$ cat src/sch_pkg.sv
// sch_pkg: shared constants of the storey clock signal handler and its master end
// assumes: pclk at 250 MHz on both ends, link carried by sch_link_if
`default_nettype none

package sch_pkg;

  // ****************************************************************
  // link frame layout
  // ****************************************************************
  localparam int          ADDR_W      = 8;
  localparam int          CODE_W      = 4;
  localparam int          FRAME_W     = ADDR_W + CODE_W;
  localparam int          BITCNT_W    = 4;
  localparam logic [7:0]  BCAST_ADDR  = 8'hFF;

  // link command codes
  localparam logic [3:0]  CODE_RTS     = 4'h1;
  localparam logic [3:0]  CODE_RUN_MARK = 4'h2;
  localparam logic [3:0]  CODE_SELECT  = 4'h3;
  localparam logic [3:0]  CODE_CAL     = 4'h4;
  localparam logic [3:0]  CODE_ENABLE  = 4'h5;
  localparam logic [3:0]  CODE_DISABLE = 4'h6;
  localparam logic [3:0]  CODE_BEACON  = 4'h7;
  localparam logic [3:0]  CODE_REBOOT  = 4'h8;
  // master-only sequences, never sent on the link
  localparam logic [3:0]  SEQ_RUN_START = 4'h9;
  localparam logic [3:0]  SEQ_RUN_STOP  = 4'hA;
  localparam logic [3:0]  SEQ_BEACON    = 4'hB;

  // ****************************************************************
  // master register map (apb, byte addresses)
  // ****************************************************************
  localparam logic [7:0]  OFF_CMD      = 8'h00;
  localparam logic [7:0]  OFF_STATUS   = 8'h04;
  localparam logic [7:0]  OFF_CTRL     = 8'h08;
  localparam logic [7:0]  OFF_ECHO_DLY = 8'h0C;
  localparam int          CMD_ADDR_LSB = 0;
  localparam int          CMD_CODE_LSB = 8;
  localparam int          STAT_BUSY    = 0;
  localparam int          STAT_ECHO    = 1;
  localparam int          CTRL_AUTO    = 0;
  localparam logic        CTRL_AUTO_RST = 1'b0;

  // ****************************************************************
  // timing
  // ****************************************************************
  localparam int          CLK_MHZ        = 250;
  localparam int          RTS_MAX_MS     = 800;
  localparam int          RTS_PERIOD_CYC = RTS_MAX_MS * 1000 * CLK_MHZ;
  localparam int          LINK_HALF_CYC  = 16;
  localparam int          ECHO_CYC       = 8;
  localparam int          BEACON_ENA_US  = 5;
  localparam int          BEACON_DIS_US  = 10;

  // storey data path defaults
  localparam int          TSC_W_DEF = 32;
  localparam int          HIT_W_DEF = 16;

endpackage

`default_nettype wire

$ cat src/sch_link_if.sv
// sch_link_if: clock-borne signal link between master and storey end
// assumes: master drives clock and command line, storey drives echo line
`default_nettype none

interface sch_link_if;
  logic link_clk;
  logic link_cmd;
  logic link_echo;

  modport master
  (
    output link_clk,
    output link_cmd,
    input  link_echo
  );

  modport storey
  (
    input  link_clk,
    input  link_cmd,
    output link_echo
  );
endinterface

`default_nettype wire

$ cat src/sch_master_end.sv
// sch_master_end: shore-side master of the clock signal link, apb controlled
// assumes: apb master on pclk; storey end on the far side of sch_link_if
//
// Decided for this implementation: the APB register port and the address map.
`default_nettype none

module sch_master_end
#(
  parameter int RTS_PERIOD = sch_pkg::RTS_PERIOD_CYC,
  parameter int LINK_HALF  = sch_pkg::LINK_HALF_CYC
)
(
  sch_link_if.master   link,
  input  wire logic    pclk,
  input  wire logic    presetn,
  input  wire logic    psel,
  input  wire logic    penable,
  input  wire logic    pwrite,
  input  wire logic [7:0]  paddr,
  input  wire logic [31:0] pwdata,
  output logic [31:0]  prdata,
  output logic         pready,
  output logic         pslverr
);
  import sch_pkg::*;

  // ****************************************************************
  // sequence tables
  // ****************************************************************
  function automatic logic [3:0] step_code(input logic [3:0] sw, input logic [1:0] st);
    case (sw)
      SEQ_RUN_START: step_code = (st == 2'h0) ? CODE_RUN_MARK : CODE_ENABLE;
      SEQ_RUN_STOP:  step_code = CODE_DISABLE;
      SEQ_BEACON:    step_code = (st == 2'h0) ? CODE_ENABLE :
                                 (st == 2'h1) ? CODE_BEACON : CODE_DISABLE;
      default:       step_code = sw;
    endcase
  endfunction

  function automatic logic step_last(input logic [3:0] sw, input logic [1:0] st);
    case (sw)
      SEQ_RUN_START: step_last = (st == 2'h1);
      SEQ_BEACON:    step_last = (st == 2'h2);
      default:       step_last = 1'b1;
    endcase
  endfunction

  // ****************************************************************
  // link clock divider
  // ****************************************************************
  logic [7:0] half_cnt_reg;
  logic       lclk_reg;
  logic       fall_tick;

  assign fall_tick = (half_cnt_reg == 8'(LINK_HALF - 1)) && lclk_reg;

  always_ff @(posedge pclk or negedge presetn)
  begin
    if (!presetn)
    begin
      half_cnt_reg <= 8'h00;
      lclk_reg     <= 1'b0;
    end
    else if (half_cnt_reg == 8'(LINK_HALF - 1))
    begin
      half_cnt_reg <= 8'h00;
      lclk_reg     <= ~lclk_reg;
    end
    else
      half_cnt_reg <= half_cnt_reg + 8'h01;
  end

  // ****************************************************************
  // sequencer and frame transmitter
  // ****************************************************************
  logic [3:0]         seq_code_reg;
  logic [1:0]         seq_step_reg;
  logic [ADDR_W-1:0]  seq_addr_reg;
  logic               seq_busy_reg;
  logic               rts_pend_reg;
  logic [31:0]        rts_cnt_reg;
  logic               auto_rts_reg;
  logic [FRAME_W:0]   tx_shift_reg;
  logic [BITCNT_W-1:0] tx_left_reg;
  logic               tx_cal_reg;
  logic               cmd_reg;
  logic               rts_go;
  logic               take;
  logic [3:0]         cur_code;
  logic [ADDR_W-1:0]  cur_addr;
  logic               cmd_wr;

  assign rts_go   = rts_pend_reg && !(seq_busy_reg && (seq_step_reg != 2'h0));
  assign take     = fall_tick && (tx_left_reg == '0) && (rts_go || seq_busy_reg);
  assign cur_code = rts_go ? CODE_RTS : step_code(seq_code_reg, seq_step_reg);
  assign cur_addr = (rts_go || (seq_code_reg >= SEQ_RUN_START && cur_code != CODE_BEACON))
                    ? BCAST_ADDR : seq_addr_reg;

  always_ff @(posedge pclk or negedge presetn)
  begin
    if (!presetn)
    begin
      rts_cnt_reg  <= 32'h0000_0000;
      rts_pend_reg <= 1'b0;
    end
    else
    begin
      if (!auto_rts_reg || rts_cnt_reg == 32'(RTS_PERIOD - 1))
        rts_cnt_reg <= 32'h0000_0000;
      else
        rts_cnt_reg <= rts_cnt_reg + 32'h0000_0001;
      if (auto_rts_reg && rts_cnt_reg == 32'(RTS_PERIOD - 1))
        rts_pend_reg <= 1'b1;
      else if (take && rts_go)
        rts_pend_reg <= 1'b0;
    end
  end

  always_ff @(posedge pclk or negedge presetn)
  begin
    if (!presetn)
    begin
      seq_code_reg <= 4'h0;
      seq_step_reg <= 2'h0;
      seq_addr_reg <= 8'h00;
      seq_busy_reg <= 1'b0;
    end
    else if (cmd_wr)
    begin
      seq_code_reg <= pwdata[CMD_CODE_LSB +: CODE_W];
      seq_addr_reg <= pwdata[CMD_ADDR_LSB +: ADDR_W];
      seq_step_reg <= 2'h0;
      seq_busy_reg <= 1'b1;
    end
    else if (take && !rts_go)
    begin
      if (step_last(seq_code_reg, seq_step_reg))
        seq_busy_reg <= 1'b0;
      else
        seq_step_reg <= seq_step_reg + 2'h1;
    end
  end

  always_ff @(posedge pclk or negedge presetn)
  begin
    if (!presetn)
    begin
      tx_shift_reg <= '0;
      tx_left_reg  <= '0;
      tx_cal_reg   <= 1'b0;
      cmd_reg      <= 1'b0;
    end
    else if (take)
    begin
      cmd_reg      <= 1'b1;
      tx_shift_reg <= {cur_addr, cur_code, 1'b0};
      tx_left_reg  <= BITCNT_W'(FRAME_W + 1);
      tx_cal_reg   <= (cur_code == CODE_CAL);
    end
    else if (fall_tick && tx_left_reg != '0)
    begin
      cmd_reg      <= tx_shift_reg[FRAME_W];
      tx_shift_reg <= {tx_shift_reg[FRAME_W-1:0], 1'b0};
      tx_left_reg  <= tx_left_reg - 4'h1;
    end
  end

  // ****************************************************************
  // calibration echo delay measurement
  // ****************************************************************
  logic [1:0]  echo_sync_reg;
  logic        echo_prev_reg;
  logic        meas_on_reg;
  logic [31:0] meas_cnt_reg;
  logic [31:0] echo_dly_reg;
  logic        echo_seen_reg;

  always_ff @(posedge pclk or negedge presetn)
  begin
    if (!presetn)
    begin
      echo_sync_reg <= 2'h0;
      echo_prev_reg <= 1'b0;
      meas_on_reg   <= 1'b0;
      meas_cnt_reg  <= 32'h0000_0000;
      echo_dly_reg  <= 32'h0000_0000;
      echo_seen_reg <= 1'b0;
    end
    else
    begin
      echo_sync_reg <= {echo_sync_reg[0], link.link_echo};
      echo_prev_reg <= echo_sync_reg[1];
      if (fall_tick && tx_cal_reg && tx_left_reg == 4'h2)
      begin
        meas_on_reg  <= 1'b1;
        meas_cnt_reg <= 32'h0000_0000;
      end
      else if (meas_on_reg && echo_sync_reg[1] && !echo_prev_reg)
      begin
        meas_on_reg   <= 1'b0;
        echo_dly_reg  <= meas_cnt_reg;
      end
      else if (meas_on_reg && meas_cnt_reg != 32'hFFFF_FFFF)
        meas_cnt_reg <= meas_cnt_reg + 32'h0000_0001;
      if (meas_on_reg && echo_sync_reg[1] && !echo_prev_reg)
        echo_seen_reg <= 1'b1;
      else if (cmd_wr && pwdata[CMD_CODE_LSB +: CODE_W] == CODE_CAL)
        echo_seen_reg <= 1'b0;
    end
  end

  // ****************************************************************
  // apb slave
  // ****************************************************************
  logic setup;
  logic access;
  logic bad_cmd;

  assign setup   = psel && !penable;
  assign access  = psel && penable;
  assign bad_cmd = seq_busy_reg
                   || pwdata[CMD_CODE_LSB +: CODE_W] == 4'h0
                   || pwdata[CMD_CODE_LSB +: CODE_W] > SEQ_BEACON;
  assign cmd_wr  = access && pwrite && paddr == OFF_CMD && !pslverr;
  assign pready  = 1'b1;

  always_ff @(posedge pclk or negedge presetn)
  begin
    if (!presetn)
      auto_rts_reg <= CTRL_AUTO_RST;
    else if (access && pwrite && paddr == OFF_CTRL)
      auto_rts_reg <= pwdata[CTRL_AUTO];
  end

  always_ff @(posedge pclk or negedge presetn)
  begin
    if (!presetn)
    begin
      prdata  <= 32'h0000_0000;
      pslverr <= 1'b0;
    end
    else if (setup)
    begin
      prdata  <= 32'h0000_0000;
      pslverr <= 1'b0;
      unique case (paddr)
        OFF_CMD:      pslverr <= !pwrite || bad_cmd;
        OFF_STATUS:
        begin
          prdata[STAT_BUSY] <= seq_busy_reg || rts_pend_reg || tx_left_reg != '0;
          prdata[STAT_ECHO] <= echo_seen_reg;
          pslverr           <= pwrite;
        end
        OFF_CTRL:     prdata[CTRL_AUTO] <= auto_rts_reg;
        OFF_ECHO_DLY:
        begin
          prdata  <= echo_dly_reg;
          pslverr <= pwrite;
        end
        default:      pslverr <= 1'b1;
      endcase
    end
  end

  assign link.link_clk = lclk_reg;
  assign link.link_cmd = cmd_reg;

endmodule // sch_master_end

`default_nettype wire

$ cat src/flat_wrapper.sv
// flat-port wrapper written by rule: the top's interface ports become plain ports
module sch_master_end_flat import sch_pkg::*;
#(
  parameter int RTS_PERIOD = sch_pkg::RTS_PERIOD_CYC,
  parameter int LINK_HALF  = sch_pkg::LINK_HALF_CYC
)
  (pclk, presetn, psel, penable, pwrite, paddr, pwdata, prdata, pready, pslverr, link_link_clk, link_link_cmd, link_link_echo);
  sch_link_if link_i ();
  input  wire logic pclk;
  input  wire logic presetn;
  input  wire logic psel;
  input  wire logic penable;
  input  wire logic pwrite;
  input  wire logic [7:0] paddr;
  input  wire logic [31:0] pwdata;
  output logic [31:0] prdata;
  output logic pready;
  output logic pslverr;
  output wire logic [$bits(link_i.link_clk)-1:0] link_link_clk;
  output wire logic [$bits(link_i.link_cmd)-1:0] link_link_cmd;
  input wire logic [$bits(link_i.link_echo)-1:0] link_link_echo;
  assign link_link_clk = link_i.link_clk;
  assign link_link_cmd = link_i.link_cmd;
  assign link_i.link_echo = link_link_echo;
  sch_master_end #(.RTS_PERIOD(RTS_PERIOD), .LINK_HALF(LINK_HALF)) u_core (.link(link_i), .pclk(pclk), .presetn(presetn), .psel(psel), .penable(penable), .pwrite(pwrite), .paddr(paddr), .pwdata(pwdata), .prdata(prdata), .pready(pready), .pslverr(pslverr));
endmodule
$ cat config.mk
export PLATFORM = sky130hd
export DESIGN_NAME = sch_master_end_flat
export DESIGN_NICKNAME = d
export VERILOG_FILES = /design/src/sch_pkg.sv /design/src/sch_link_if.sv /design/src/sch_master_end.sv /design/src/flat_wrapper.sv
export SDC_FILE = /design/constraint.sdc
export NUM_CORES = 1
export LEC_CHECK = 0
export BUFFER_PORTS_ARGS = -buffer_cell sky130_fd_sc_hd__buf_4
export CAP_MARGIN = 20
export CORE_ASPECT_RATIO = 1.75
export CORE_MARGIN = 2
export CORE_UTILIZATION = 53
export DETAILED_ROUTE_END_ITERATION = 8
export GPL_ROUTABILITY_DRIVEN = 0
export HOLD_SLACK_MARGIN = 0.08
export PLACE_DENSITY_LB_ADDON = 0.12
export SYNTH_ARGS = -nofsm -noshare
export SYNTH_HDL_FRONTEND = slang
export SYNTH_SLANG_ARGS = --single-unit
$ cat constraint.sdc
create_clock -name pclk -period 2.1 [get_ports pclk]
set_clock_uncertainty 0.05 [all_clocks]
set_input_delay 0.315 -clock pclk [delete_from_list [all_inputs] [get_ports pclk]]
set_output_delay 0.315 -clock pclk [all_outputs]
set_load 0.005 [all_outputs]
Word-level counts from Yosys, hierarchy flattened:

Index checks and enable logic that the tools add are counted.

* $add $sub $neg: 5
* magnitude comparators: 2
* eq/ne operators: 17
* mux-type cells: 36
* bitwise logic cells: 2
* reduce and logical (&&, ||, !) cells: 55

Operators with widths (number)
* $mux W32: 4
* $add A32 B1 Y32 const B: 2
* $eq A32 B28 Y1 const B: 1
* $ne A32 B32 Y1 const B: 1
* $mux W30: 1
* $mux W13: 2
* $eq A8 B4 Y1 const B: 3
* $logic_and A1 B1 Y1: 22
* $mux W4: 4
* $mux W8: 2
* $reduce_bool A2 Y1: 8
* $mux W1: 14
* $eq A4 B4 Y1 const B: 3
* $pmux W4 S3: 1
* $add A8 B1 Y8 const B: 1
* $eq A4 B3 Y1 const B: 2
* $eq A8 B3 Y1 const B: 1
* $logic_not A4 Y1: 2
* $logic_not A8 Y1: 1
* $logic_or A1 B1 Y1: 8
* $reduce_and A2 Y1: 4
* $logic_not A1 Y1: 7
* $mux W2: 3
* $pmux W1 S3: 2
* 15 further kinds: 18

* bits in registers: 179
* input port bits: 46

Longest topological paths before layout:

Gate-level depths: netlist of the first run.

* depth in word-level cells: 12
* gate-level depth with buffers: 9

Worst setup path after synthesis of the first run:

OpenSTA, ideal clock, no wires.

* path type: register -> register
* start: register u_core.half_cnt_reg[4]
* end: register u_core.tx_shift_reg[10]
* library setup time: 0.150 ns
* arrival: 2.096 ns
* setup slack: -0.197 ns
* cell stages (with the launch flop): 6
* path buffers: 0
* clock period less this slack: 2.297 ns
* path through: dfrtp_1 -> or4_1 -> nor3_2 -> nand3_1 -> o31ai_1 -> a21oi_1

* longest elaborated chain between the ends: 5
* elaborated cells between the ends (all ways): 7
* classes of those cells: eq/ne (1); mux (1); reduce/logical (5)

RTL lines
* start: declaration: RTL line sch_master_end.sv:51 `logic [7:0] half_cnt_reg;`
* start signal: assignment: RTL line sch_master_end.sv:70 `half_cnt_reg <= half_cnt_reg + 8'h01;`
* $eq A8 B4 Y1 *: RTL line sch_master_end.sv:55 `assign fall_tick = (half_cnt_reg == 8'(LINK_HALF - 1)) && lclk_reg;`
* $logic_and A1 B1 Y1 *: RTL line sch_master_end.sv:55
* $logic_and A1 B1 Y1 (2 in series): RTL line sch_master_end.sv:94 `assign take = fall_tick && (tx_left_reg == '0) && (rts_go || seq_busy_reg);`
* $mux W13 or $reduce_bool A2 Y1 (tied branches)
* end signal: assignment: RTL line sch_master_end.sv:156 `tx_shift_reg <= {cur_addr, cur_code, 1'b0};`
* end signal: assignment: RTL line sch_master_end.sv:163 `tx_shift_reg <= {tx_shift_reg[FRAME_W-1:0], 1'b0};`
* end: declaration: RTL line sch_master_end.sv:83 `logic [FRAME_W:0] tx_shift_reg;`

Mark *: on every way between the ends. The rest lies on a longest branch, timed or not.
A chain may end at the register's enable or synchronous reset.

Worst setup path after layout of the first run:

* start: register u_core.meas_cnt_reg[12]
* end: register u_core.meas_cnt_reg[25]

* longest elaborated chain between the ends: 4
* elaborated cells between the ends (all ways): 8
* classes of those cells: add/sub (1); eq/ne (1); mux (3); reduce/logical (3)

RTL lines
* start: declaration: RTL line sch_master_end.sv:174 `logic [31:0] meas_cnt_reg;`
* start signal: assignment: RTL line sch_master_end.sv:204 `meas_cnt_reg <= meas_cnt_reg + 32'h0000_0001;`
* $add A32 B1 Y32 or $ne A32 B32 Y1 (tied branches): RTL line sch_master_end.sv:204, sch_master_end.sv:203
* $mux W32 or $logic_and A1 B1 Y1 (tied branches): RTL line sch_master_end.sv:203 `else if (meas_on_reg && meas_cnt_reg != 32'hFFFF_FFFF)`
* $mux W32 or $reduce_bool A2 Y1 (tied branches)
* $mux W32 or $reduce_and A2 Y1 (tied branches)

Several ways; a longest one is shown, not always the timed one. The select of a mux whose other input is x is not followed.

==> results of run 1 <==
## layout make-up
| type | instances | area share |
|---|---|---|
| inverter | 23 | 0.00839 |
| tap | 186 | 0.0226 |
| clock inverter | 15 | 0.0136 |
| multi-input combinational | 540 | 0.361 |
| sequential | 178 | 0.433 |
| timing repair buffer | 149 | 0.120 |
| clock buffer | 17 | 0.0413 |
## metrics by stage
stage / instance area, µm² / hold slack (ns) / power (µW) / setup slack [ns]
6_report: 10300 / 0.0935 / 7030 / -0.0539
3_3_place_gp: 9400 / 0.199 / 3970 / -0.101
3_5_place_dp: 9400 / 0.207 / 4000 / -0.114
5_1_grt: 10300 / 0.0914 / 7260 / -0.0910
4_1_cts: 10100 / 0.0837 / 7090 / -0.0380
2_1_floorplan: 8260 / -0.0306 / 3800 / -0.0487
## kinds of logic after synthesis
group                    count (synthesis)  synth area share
AO/OA/AOI/OAI                          138             0.107
XOR/XNOR                                36            0.0385
adder cells (fa/ha/maj)                 10            0.0153
buffers and inverters                   57            0.0295
flip-flops                             178             0.544
multiplexers                            54            0.0728
other                                    1          0.000458
AND/OR/NAND/NOR                        301             0.193
## power breakdown
group	total [µW]	switching (µW)	leakage [µW]	internal, µW
logic	372	217	0.00218	155
clock network	3080	1500	0.000279	1580
registers	3580	76.2	0.00241	3500
total	7030	1790	0.00486	5230
## layout by cell type (no fill, tap or decap), types with 5 or more instances in the layout
master,netlist,final
mux2_2,45,45
dlygate4sd3_1,0,11
xnor2_1,15,15
and2_1,5,5
nand4_1,19,19
a21oi_1,45,41
nand3_1,37,33
inv_6,0,5
nor2b_1,6,6
nor3_1,11,10
clkbuf_16,0,17
or4_4,1,9
mux2i_1,9,9
nand2_1,62,62
buf_12,0,7
dfrtp_1,178,176
and3_1,18,17
o31ai_1,9,8
a22o_1,30,30
a21oi_2,1,5
or2_2,7,7
or3_1,22,20
nor4_1,11,5
ha_1,10,10
nor2_1,68,67
buf_4,2,128
xor2_1,21,21
inv_1,23,23
o21ai_0,38,36
## layer usage
layer / share of wire / wire [µm] / global-route usage / up-vias
met5: 0 / 0 / 0 / -
met4: 0.021 / 401 / 0.0803 / 0
met3: 0.028 / 530 / 0.0392 / 38
met2: 0.56 / 10800 / 0.451 / 124
met1: 0.39 / 7490 / 0.269 / 3277
li1: - / - / - / 3047
## final timing paths
path	slack (ns)	cells after the start	from	end
hold reg to reg	0.31	0	u_core.echo_sync_reg[0]	u_core.echo_sync_reg[1]
max in group asynchronous	0.96	3	presetn	u_core.meas_cnt_reg[27]
setup reg to reg	-0.05	5	u_core.meas_cnt_reg[12]	u_core.meas_cnt_reg[25]
setup / recovery	-0.05	5	u_core.meas_cnt_reg[12]	u_core.meas_cnt_reg[25]
min in group asynchronous	0.31	2	presetn	u_core.tx_shift_reg[10]
hold / removal	0.09	2	pwdata[10]	u_core.seq_code_reg[2]
## repair_timing
action | CTS | global route
hold buffers | 11 | 0
resized for setup | 13 | 31
endpoints found under the setup margin | 54 | 64
pin swaps | 7 | 5
endpoints found under the hold margin | 50 | 0
setup buffers | 0 | 4
cloned | 0 | 1
==> impl_metrics.tcl, run 1 <==
set metrics [dict create \
    status "complete, but fails checks" \
    violations "setup timing" \
    cap_violations 0 \
    diodes 0 \
    synthTopCellsByCount "dfrtp_1, nor2_1, nand2_1" \
    critPathSlowestCell "or4_4" \
    yosys.cell_count.top_type "dfrtp_1" \
    first_iter_violations 255 \
    worstMarginPinSlew_ns 0.497 \
    cts_inserted_buffers 17 \
    die_x_um 98 \
    syn_nets 831 \
    area_growth_pct 25.6 \
    multi_input_area_um2 3710 \
    relSlewSlack 0.660 \
    synthTopCellsByArea "dfrtp_1, mux2_2, a22o_1" \
    finalSetupViolations 5 \
    ctsRootBufferMaster "clkbuf_16" \
    stdcell_count 1108 \
    clock-sinks 178 \
    ys.flop_type "dfrtp_1" \
    die_h_um 169 \
    ys_types 59 \
    drc 0 \
    track_usage 0.239 \
    power_density_nw_per_um2 682 \
    synth_area_um2 8200 \
    worstPathArrival_ns 2.46 \
    critPathMaxFanout 8 \
    synth-seq-cells 178 \
    vias 6486 \
    dp_cells 1060 \
    crit_required_ns 2.40 \
    fillers 1220 \
    nets 965 \
    antenna_found_initial 0 \
    synth_top_area_cell "dfrtp_1" \
    wl_per_cell_um 17.4 \
    max_clock_freq_mhz 464 \
    vdd_ir_drop_max_mv 0.492 \
    grt_setup_unrepaired "yes" \
    fin_setup_tns_ns -0.105 \
    drive_above_1_share 0.287 \
    grt_pass1_vias 6787 \
    min_path_type "in -> reg" \
    finalWirelength_mm 19.3 \
    grt_max_degree 68 \
    post-dp-hpwl_mm 13.4 \
    io_buffers 60 \
    critPathKind "reg -> reg" \
    h-tree-depth 4 \
    num_rows 60 \
    start_kind "flip-flop" \
    regArea_um2 4460 \
    vias_per_cell 5.85 \
    cp_cell_sequence "nand3_2 > or4_4 > or4_4 > or4_4 > o21ai_1" \
    ys_seq_area_frac 0.544 \
    yosys_warnings 0 \
    drtPass1Iterations 4 \
    top_level_ports 82 \
    slowest_delay_ns 0.60 \
    crit_family "simple AND/OR/NAND/NOR gates" \
    coreArea_um2 15200 \
    critPathBufInv 0 \
    die-area_um2 16500 \
    critical-path-top-cell-by-count "or4_4" \
    synth_edf_count 0 \
    syn_inst 775 \
    finish.utilization 0.676 \
    clk-insertion-delay-late_ns 0.43 \
    initial_core_util 0.538 \
    clkTransAtPathRegs_ns 0.08 \
    grt_overflow 0 \
    cp-end-kind "flip-flop" \
    period_minus_slack_ns 2.15 \
    drv_slew 0 \
    hold_violations 0 \
    synth.avg_cell_area_um2 10.6 \
    cts_buffer_depth 2 \
    grt_pass1_wl_mm 32.0 \
    synth_top_area_frac 0.544 \
    timing.final.crit_share 1.03 \
    async_reset_ff_frac 1.00 \
    total_leakage_power_uw 0.00486 \
    timing.final.ws_setup_ns -0.0539 \
    cts_tree "built" \
    ant_nets 0 \
]
(Power assumes the default switching activity.)
==> inputs of run 2 (changes only) <==
--- a/config.mk
+++ b/config.mk
@@ -9,7 +9,8 @@
 export CAP_MARGIN = 20
 export CORE_ASPECT_RATIO = 1.75
 export CORE_MARGIN = 2
-export CORE_UTILIZATION = 53
+export CORE_UTILIZATION = 64
+export CTS_CLUSTER_SIZE = 24
 export DETAILED_ROUTE_END_ITERATION = 8
 export GPL_ROUTABILITY_DRIVEN = 0
 export HOLD_SLACK_MARGIN = 0.08
==> constraint.sdc (replaced) <==
create_clock -name pclk -period 2.6 [get_ports pclk]
set_clock_uncertainty 0.05 [all_clocks]
set_input_delay 0.39 -clock pclk [delete_from_list [all_inputs] [get_ports pclk]]
set_output_delay 0.39 -clock pclk [all_outputs]
set_load 0.01 [all_outputs]
==> impl_metrics.tcl, run 2 (synthesis gave the netlist of run 1 again) <==
set metrics [dict create \
    status "finished, final reports clean" \
    clkPwrFrac 0.443 \
    drive_above_1_share 0.210 \
    cts_buffer_depth 2 \
    worst_hold_slack_ns 0.150 \
    drv_slew 0 \
    total_leakage_power_uw 0.00452 \
    die_h_um 154 \
    post-dp-hpwl_mm 12.6 \
    track_usage 0.284 \
    netSwitchingFraction 0.231 \
    coreArea_um2 12500 \
    cp-end-kind "flip-flop" \
    drc 0 \
    h-tree-depth 4 \
    top_level_ports 82 \
    comb_power_share 0.050 \
    vias 6301 \
    grt_max_degree 68 \
    worstPathArrival_ns 2.70 \
    cts_tree "built" \
    relSlewSlack 0.496 \
    max_clock_freq_mhz 414 \
    internal-power_uw 4380 \
    vias_per_cell 6.13 \
    worstMarginPinSlew_ns 0.750 \
    fin_total_pwr_uw 5700 \
    nets 903 \
    grt_overflow 0 \
    grt_pass1_vias 6627 \
    die_x_um 89.5 \
    critPathSlowestCell "or4_4" \
    fillers 846 \
    clkTransAtPathRegs_ns 0.07 \
    critPathMaxFanout 8 \
    fin_setup_tns_ns 0 \
    period_minus_slack_ns 2.41 \
    io_buffers 60 \
    finalWirelength_mm 18.3 \
    hold_violations 0 \
    rrSetupSlack_ns 0.19 \
    antenna_found_initial 0 \
    cap_violations 0 \
    drtPass1Iterations 5 \
    start_kind "flip-flop" \
    slowest_delay_ns 0.64 \
    die-area_um2 13800 \
    critPathKind "reg -> reg" \
    grt_pass1_wl_mm 30.8 \
    grt_setup_unrepaired "no" \
    first_iter_violations 298 \
    initial_core_util 0.656 \
    cp_cell_sequence "nand4_2 > or4_4 > or4_1 > or3_1 > a21oi_1" \
    num_rows 54 \
    layout_commonest_cell "dfrtp_1" \
    ctsRootBufferMaster "clkbuf_16" \
    p_switching_uw 1320 \
    clk-insertion-delay-late_ns 0.42 \
    p_seq_frac 0.507 \
    final_cell_mix "dfrtp_1, buf_4, nor2_1, nand2_1" \
    crit_required_ns 2.89 \
    ant_nets 0 \
    finalSetupViolations 0 \
    cts_inserted_buffers 17 \
    clock-sinks 178 \
    wl_per_cell_um 17.8 \
    min_path_type "in -> reg" \
    diodes 0 \
    area_growth_pct 16.5 \
    final_area_um2 9550 \
    timing.final.crit_share 0.928 \
    vdd_ir_drop_max_mv 0.591 \
    power_density_nw_per_um2 596 \
    place_area_um2 8940 \
]
==> run 2: cell types whose count changed in the layout (fill, tap and decap cells not counted), moves of 4 or more <==
cell	delta
a21oi_1	+4
a21oi_2	-4
buf_12	-4
buf_4	-47
dlygate4sd3_1	-9
nand3_1	+4
nand3_2	-4
nor4_1	+5
or4_1	+6
or4_4	-7
==> run 2: worst max-delay path: cells and delay by family (launching register included) <==
kind / cells / cell delay [ns]
compound gates: 1 / 0.18
simple gates: 4 / 1.65
flops: 1 / 0.44
==> run 2: through the flow <==
step           setup slack, ns  std cells   util
6_report                 0.187       1028  0.764
5_1_grt                  0.110       1028  0.764
4_1_cts                  0.104       1028  0.764
3_5_place_dp             0.174        994  0.716
3_3_place_gp             0.196        994  0.716
2_1_floorplan            0.303        775      -
==> run 2: what timing repair did <==
action / 4_1_cts / 5_1_grt
buffers inserted: 0 / 0
endpoints found under the setup margin: 0 / 1
hold buffers: 2 / 0
endpoints found under the hold margin: 65 / 0
resized for setup: 0 / 1
==> run 2: worst paths after layout <==
kind | startpoint | end | cells past startpoint
setup / recovery | u_core.meas_cnt_reg[4] | u_core.meas_cnt_reg[23] | 5
hold / removal | pwdata[6] | u_core.seq_addr_reg[6] | 2
setup reg to reg | u_core.meas_cnt_reg[4] | u_core.meas_cnt_reg[23] | 5
hold reg to reg | u_core.echo_sync_reg[0] | u_core.echo_sync_reg[1] | 0
max in group asynchronous | presetn | u_core.meas_cnt_reg[4] | 3
min in group asynchronous | presetn | u_core.rts_cnt_reg[15] | 2
==> run 2: layer usage <==
metal / vias to the layer above / wire (µm) / global-route usage
li1: 2919 / - / -
met1: 3183 / 6780 / 0.327
met2: 169 / 10500 / 0.512
met3: 30 / 564 / 0.0419
met4: 0 / 429 / 0.112
met5: - / 0 / 0
==> run 2: power groups by stage <==
stage | Sequential [µW] | Combinational (µW) | Clock, µW
after floorplan | 2930 | 148 | 0
after global placement | 2930 | 269 | 0
after detailed placement | 2940 | 289 | 0
after CTS | 2890 | 293 | 2550
after global routing | 2890 | 326 | 2690
final | 2890 | 287 | 2520
==> run 2: layout make-up <==
class	instances	area (µm²)	share of cell area
timing repair buffer	87	699	0.0732
clock buffer	19	433	0.0453
inverter	23	86.3	0.00904
tap	168	210	0.0220
sequential	178	4450	0.466
multi-input combinational	540	3520	0.368
clock inverter	13	151	0.0159
==> inputs of run 3 (changes only) <==
--- a/config.mk
+++ b/config.mk
@@ -5,13 +5,13 @@
 export SDC_FILE = /design/constraint.sdc
 export NUM_CORES = 1
 export LEC_CHECK = 0
-export BUFFER_PORTS_ARGS = -buffer_cell sky130_fd_sc_hd__buf_4
 export CAP_MARGIN = 20
 export CORE_ASPECT_RATIO = 1.75
 export CORE_MARGIN = 2
-export CORE_UTILIZATION = 64
+export CORE_UTILIZATION = 68
 export CTS_CLUSTER_SIZE = 24
 export DETAILED_ROUTE_END_ITERATION = 8
+export DONT_BUFFER_PORTS = 1
 export GPL_ROUTABILITY_DRIVEN = 0
 export HOLD_SLACK_MARGIN = 0.08
 export PLACE_DENSITY_LB_ADDON = 0.12
==> constraint.sdc (replaced) <==
create_clock -name pclk -period 2.78 [get_ports pclk]
set_clock_uncertainty 0.05 [all_clocks]
set_input_delay 0.417 -clock pclk [delete_from_list [all_inputs] [get_ports pclk]]
set_output_delay 0.417 -clock pclk [all_outputs]
set_load 0.01 [all_outputs]
==> impl_metrics.tcl, run 3 (synthesis gave the netlist of run 1 again) <==
set metrics [dict create \
    coreArea_um2 11900 \
    grt_pass1_vias 6040 \
    critPathSlowestCell "or4_1" \
    drv_slew 0 \
    timing.final.crit_share 0.898 \
    drtPass1Iterations 5 \
    track_usage 0.284 \
    comb_power_share 0.033 \
    fin_total_pwr_uw 5170 \
    h-tree-depth 4 \
    clk-insertion-delay-late_ns 0.42 \
    r2r-end "u_core.meas_cnt_reg[27]" \
    die_x_um 87.0 \
    start_kind "flip-flop" \
    grt_max_degree 179 \
    first_iter_violations 422 \
    top_level_ports 82 \
    p_seq_frac 0.522 \
    violations "hold timing" \
    grt_overflow 0 \
    met1_usage 0.319 \
    ctsHoldBuffers 2 \
    critPathMaxFanout 8 \
    vdd_ir_drop_max_mv 0.434 \
    num_rows 53 \
    fin_setup_tns_ns 0 \
    initial_core_util 0.690 \
    power_density_nw_per_um2 578 \
    fillers 792 \
    finalWirelength_mm 17.7 \
    rrSetupSlack_ns 0.28 \
    p_switching_uw 1150 \
    grt_use_met2 0.519 \
    crit_required_ns 3.08 \
    grt_pass1_wl_mm 28.6 \
    nets 836 \
    vias 5986 \
    worst_hold_slack_ns -0.363 \
    r2r.worst_path.cells 5 \
    crit_family "simple AND/OR/NAND/NOR gates" \
    place_area_um2 8360 \
    critPathBufInv 0 \
    timing.final.ws_setup_ns 0.285 \
    drc 0 \
    drive_above_1_share 0.144 \
    r2r_start "u_core.meas_cnt_reg[3]" \
    status "complete, but fails checks" \
    crit_end "u_core.meas_cnt_reg[27]" \
    antenna_found_initial 0 \
    period_minus_slack_ns 2.50 \
    area_growth_pct 9.30 \
    cts_inserted_buffers 17 \
    diodes 0 \
    clock-sinks 178 \
    cts_buffer_depth 2 \
    path_depth 5 \
    worstMarginPinSlew_ns 0.660 \
    total_leakage_power_uw 0.00416 \
    cp-end-kind "flip-flop" \
    io_buffers 0 \
    critPathKind "reg -> reg" \
    postCtsResizedCells 0 \
    postCtsSetupRepairBufs 0 \
    ant_nets 0 \
    worstSetupStartpoint "u_core.meas_cnt_reg[3]" \
    grt_setup_unrepaired "no" \
    hold_violations 178 \
    cap_violations 0 \
    cts_tree "built" \
    final_area_um2 8960 \
    clkTransAtPathRegs_ns 0.07 \
    dp_cells 896 \
    wl_per_cell_um 19.0 \
    vias_per_cell 6.44 \
    slowest_delay_ns 0.71 \
    stdcell_count 929 \
    worstPathArrival_ns 2.79 \
    place_ws_ns 0.344 \
    grt-busiest-layer "met2" \
    clkPwrFrac 0.445 \
    post-dp-hpwl_mm 11.8 \
    grtUsageMet3 0.0520 \
    ctsRootBufferMaster "clkbuf_16" \
    die-area_um2 13000 \
    min_path_type "in -> async" \
    internal-power_uw 4020 \
    cp_cell_sequence "nand4_2 > or4_1 > or4_2 > nor4_1 > o21bai_1" \
    netSwitchingFraction 0.223 \
    final_cell_mix "dfrtp_1, nor2_1, nand2_1, a21oi_1, mux2_2" \
    die_h_um 149 \
    max_clock_freq_mhz 401 \
    finalSetupViolations 0 \
    layout_commonest_cell "dfrtp_1" \
    relSlewSlack 0.560 \
]
## run 3: changes by cell type in the layout (fill, tap and decap cells not counted), moves of 2 or more
cell      previous run  this run
buf_12               3         0
clkbuf_8             0         2
buf_4               81        18
inv_6                2         4
clkbuf_1             2         0
## run 3: how the worst min path moves through the flow
stage             from                      to  depth (start not counted)
2_1_floorplan  presetn     u_core.auto_rts_reg                          0
3_3_place_gp   presetn  u_core.rts_cnt_reg[14]                          0
3_5_place_dp   presetn  u_core.rts_cnt_reg[16]                          0
4_1_cts        presetn  u_core.rts_cnt_reg[17]                          0
5_1_grt        presetn  u_core.rts_cnt_reg[17]                          0
6_report       presetn  u_core.rts_cnt_reg[14]                          0
## run 3: routing by layer
layer,part of all wire,routed length (µm),up-vias
li1,-,-,2792
met1,0.38,6680,3002
met2,0.55,9790,153
met3,0.038,666,39
met4,0.031,540,0
met5,0,0,-
## run 3: worst reg2reg max path, delay by kind of cell, from the launching register on
| family | cells | cell delay (ns) |
|---|---|---|
| simple gates | 4 | 1.78 |
| compound gates | 1 | 0.14 |
| flops | 1 | 0.46 |
## run 3: per-stage QoR
step / utilization / hold WS, ns
2_1_floorplan: - / 0.0714
3_3_place_gp: 0.704 / 0.0758
3_5_place_dp: 0.704 / 0.0758
4_1_cts: 0.755 / -0.371
5_1_grt: 0.755 / -0.378
6_report: 0.755 / -0.363
## run 3: final cells by class
class / count / area (µm²) / share of cell area
Clock inverter: 12 / 124 / 0.0138
Tap cell: 137 / 171 / 0.0191
Clock buffer: 19 / 453 / 0.0506
Multi-Input combinational cell: 540 / 3510 / 0.392
Sequential cell: 178 / 4450 / 0.497
Inverter: 23 / 86.3 / 0.00964
Timing Repair Buffer: 20 / 155 / 0.0173
## run 3: power by group through the flow
stage               clock network, µW  registers [µW]  logic [µW]
floorplan                           0            2740         138
global placement                    0            2740         157
detailed placement                  0            2750         169
CTS                              2330            2700         173
global route                     2440            2710         199
finish                           2300            2700         171
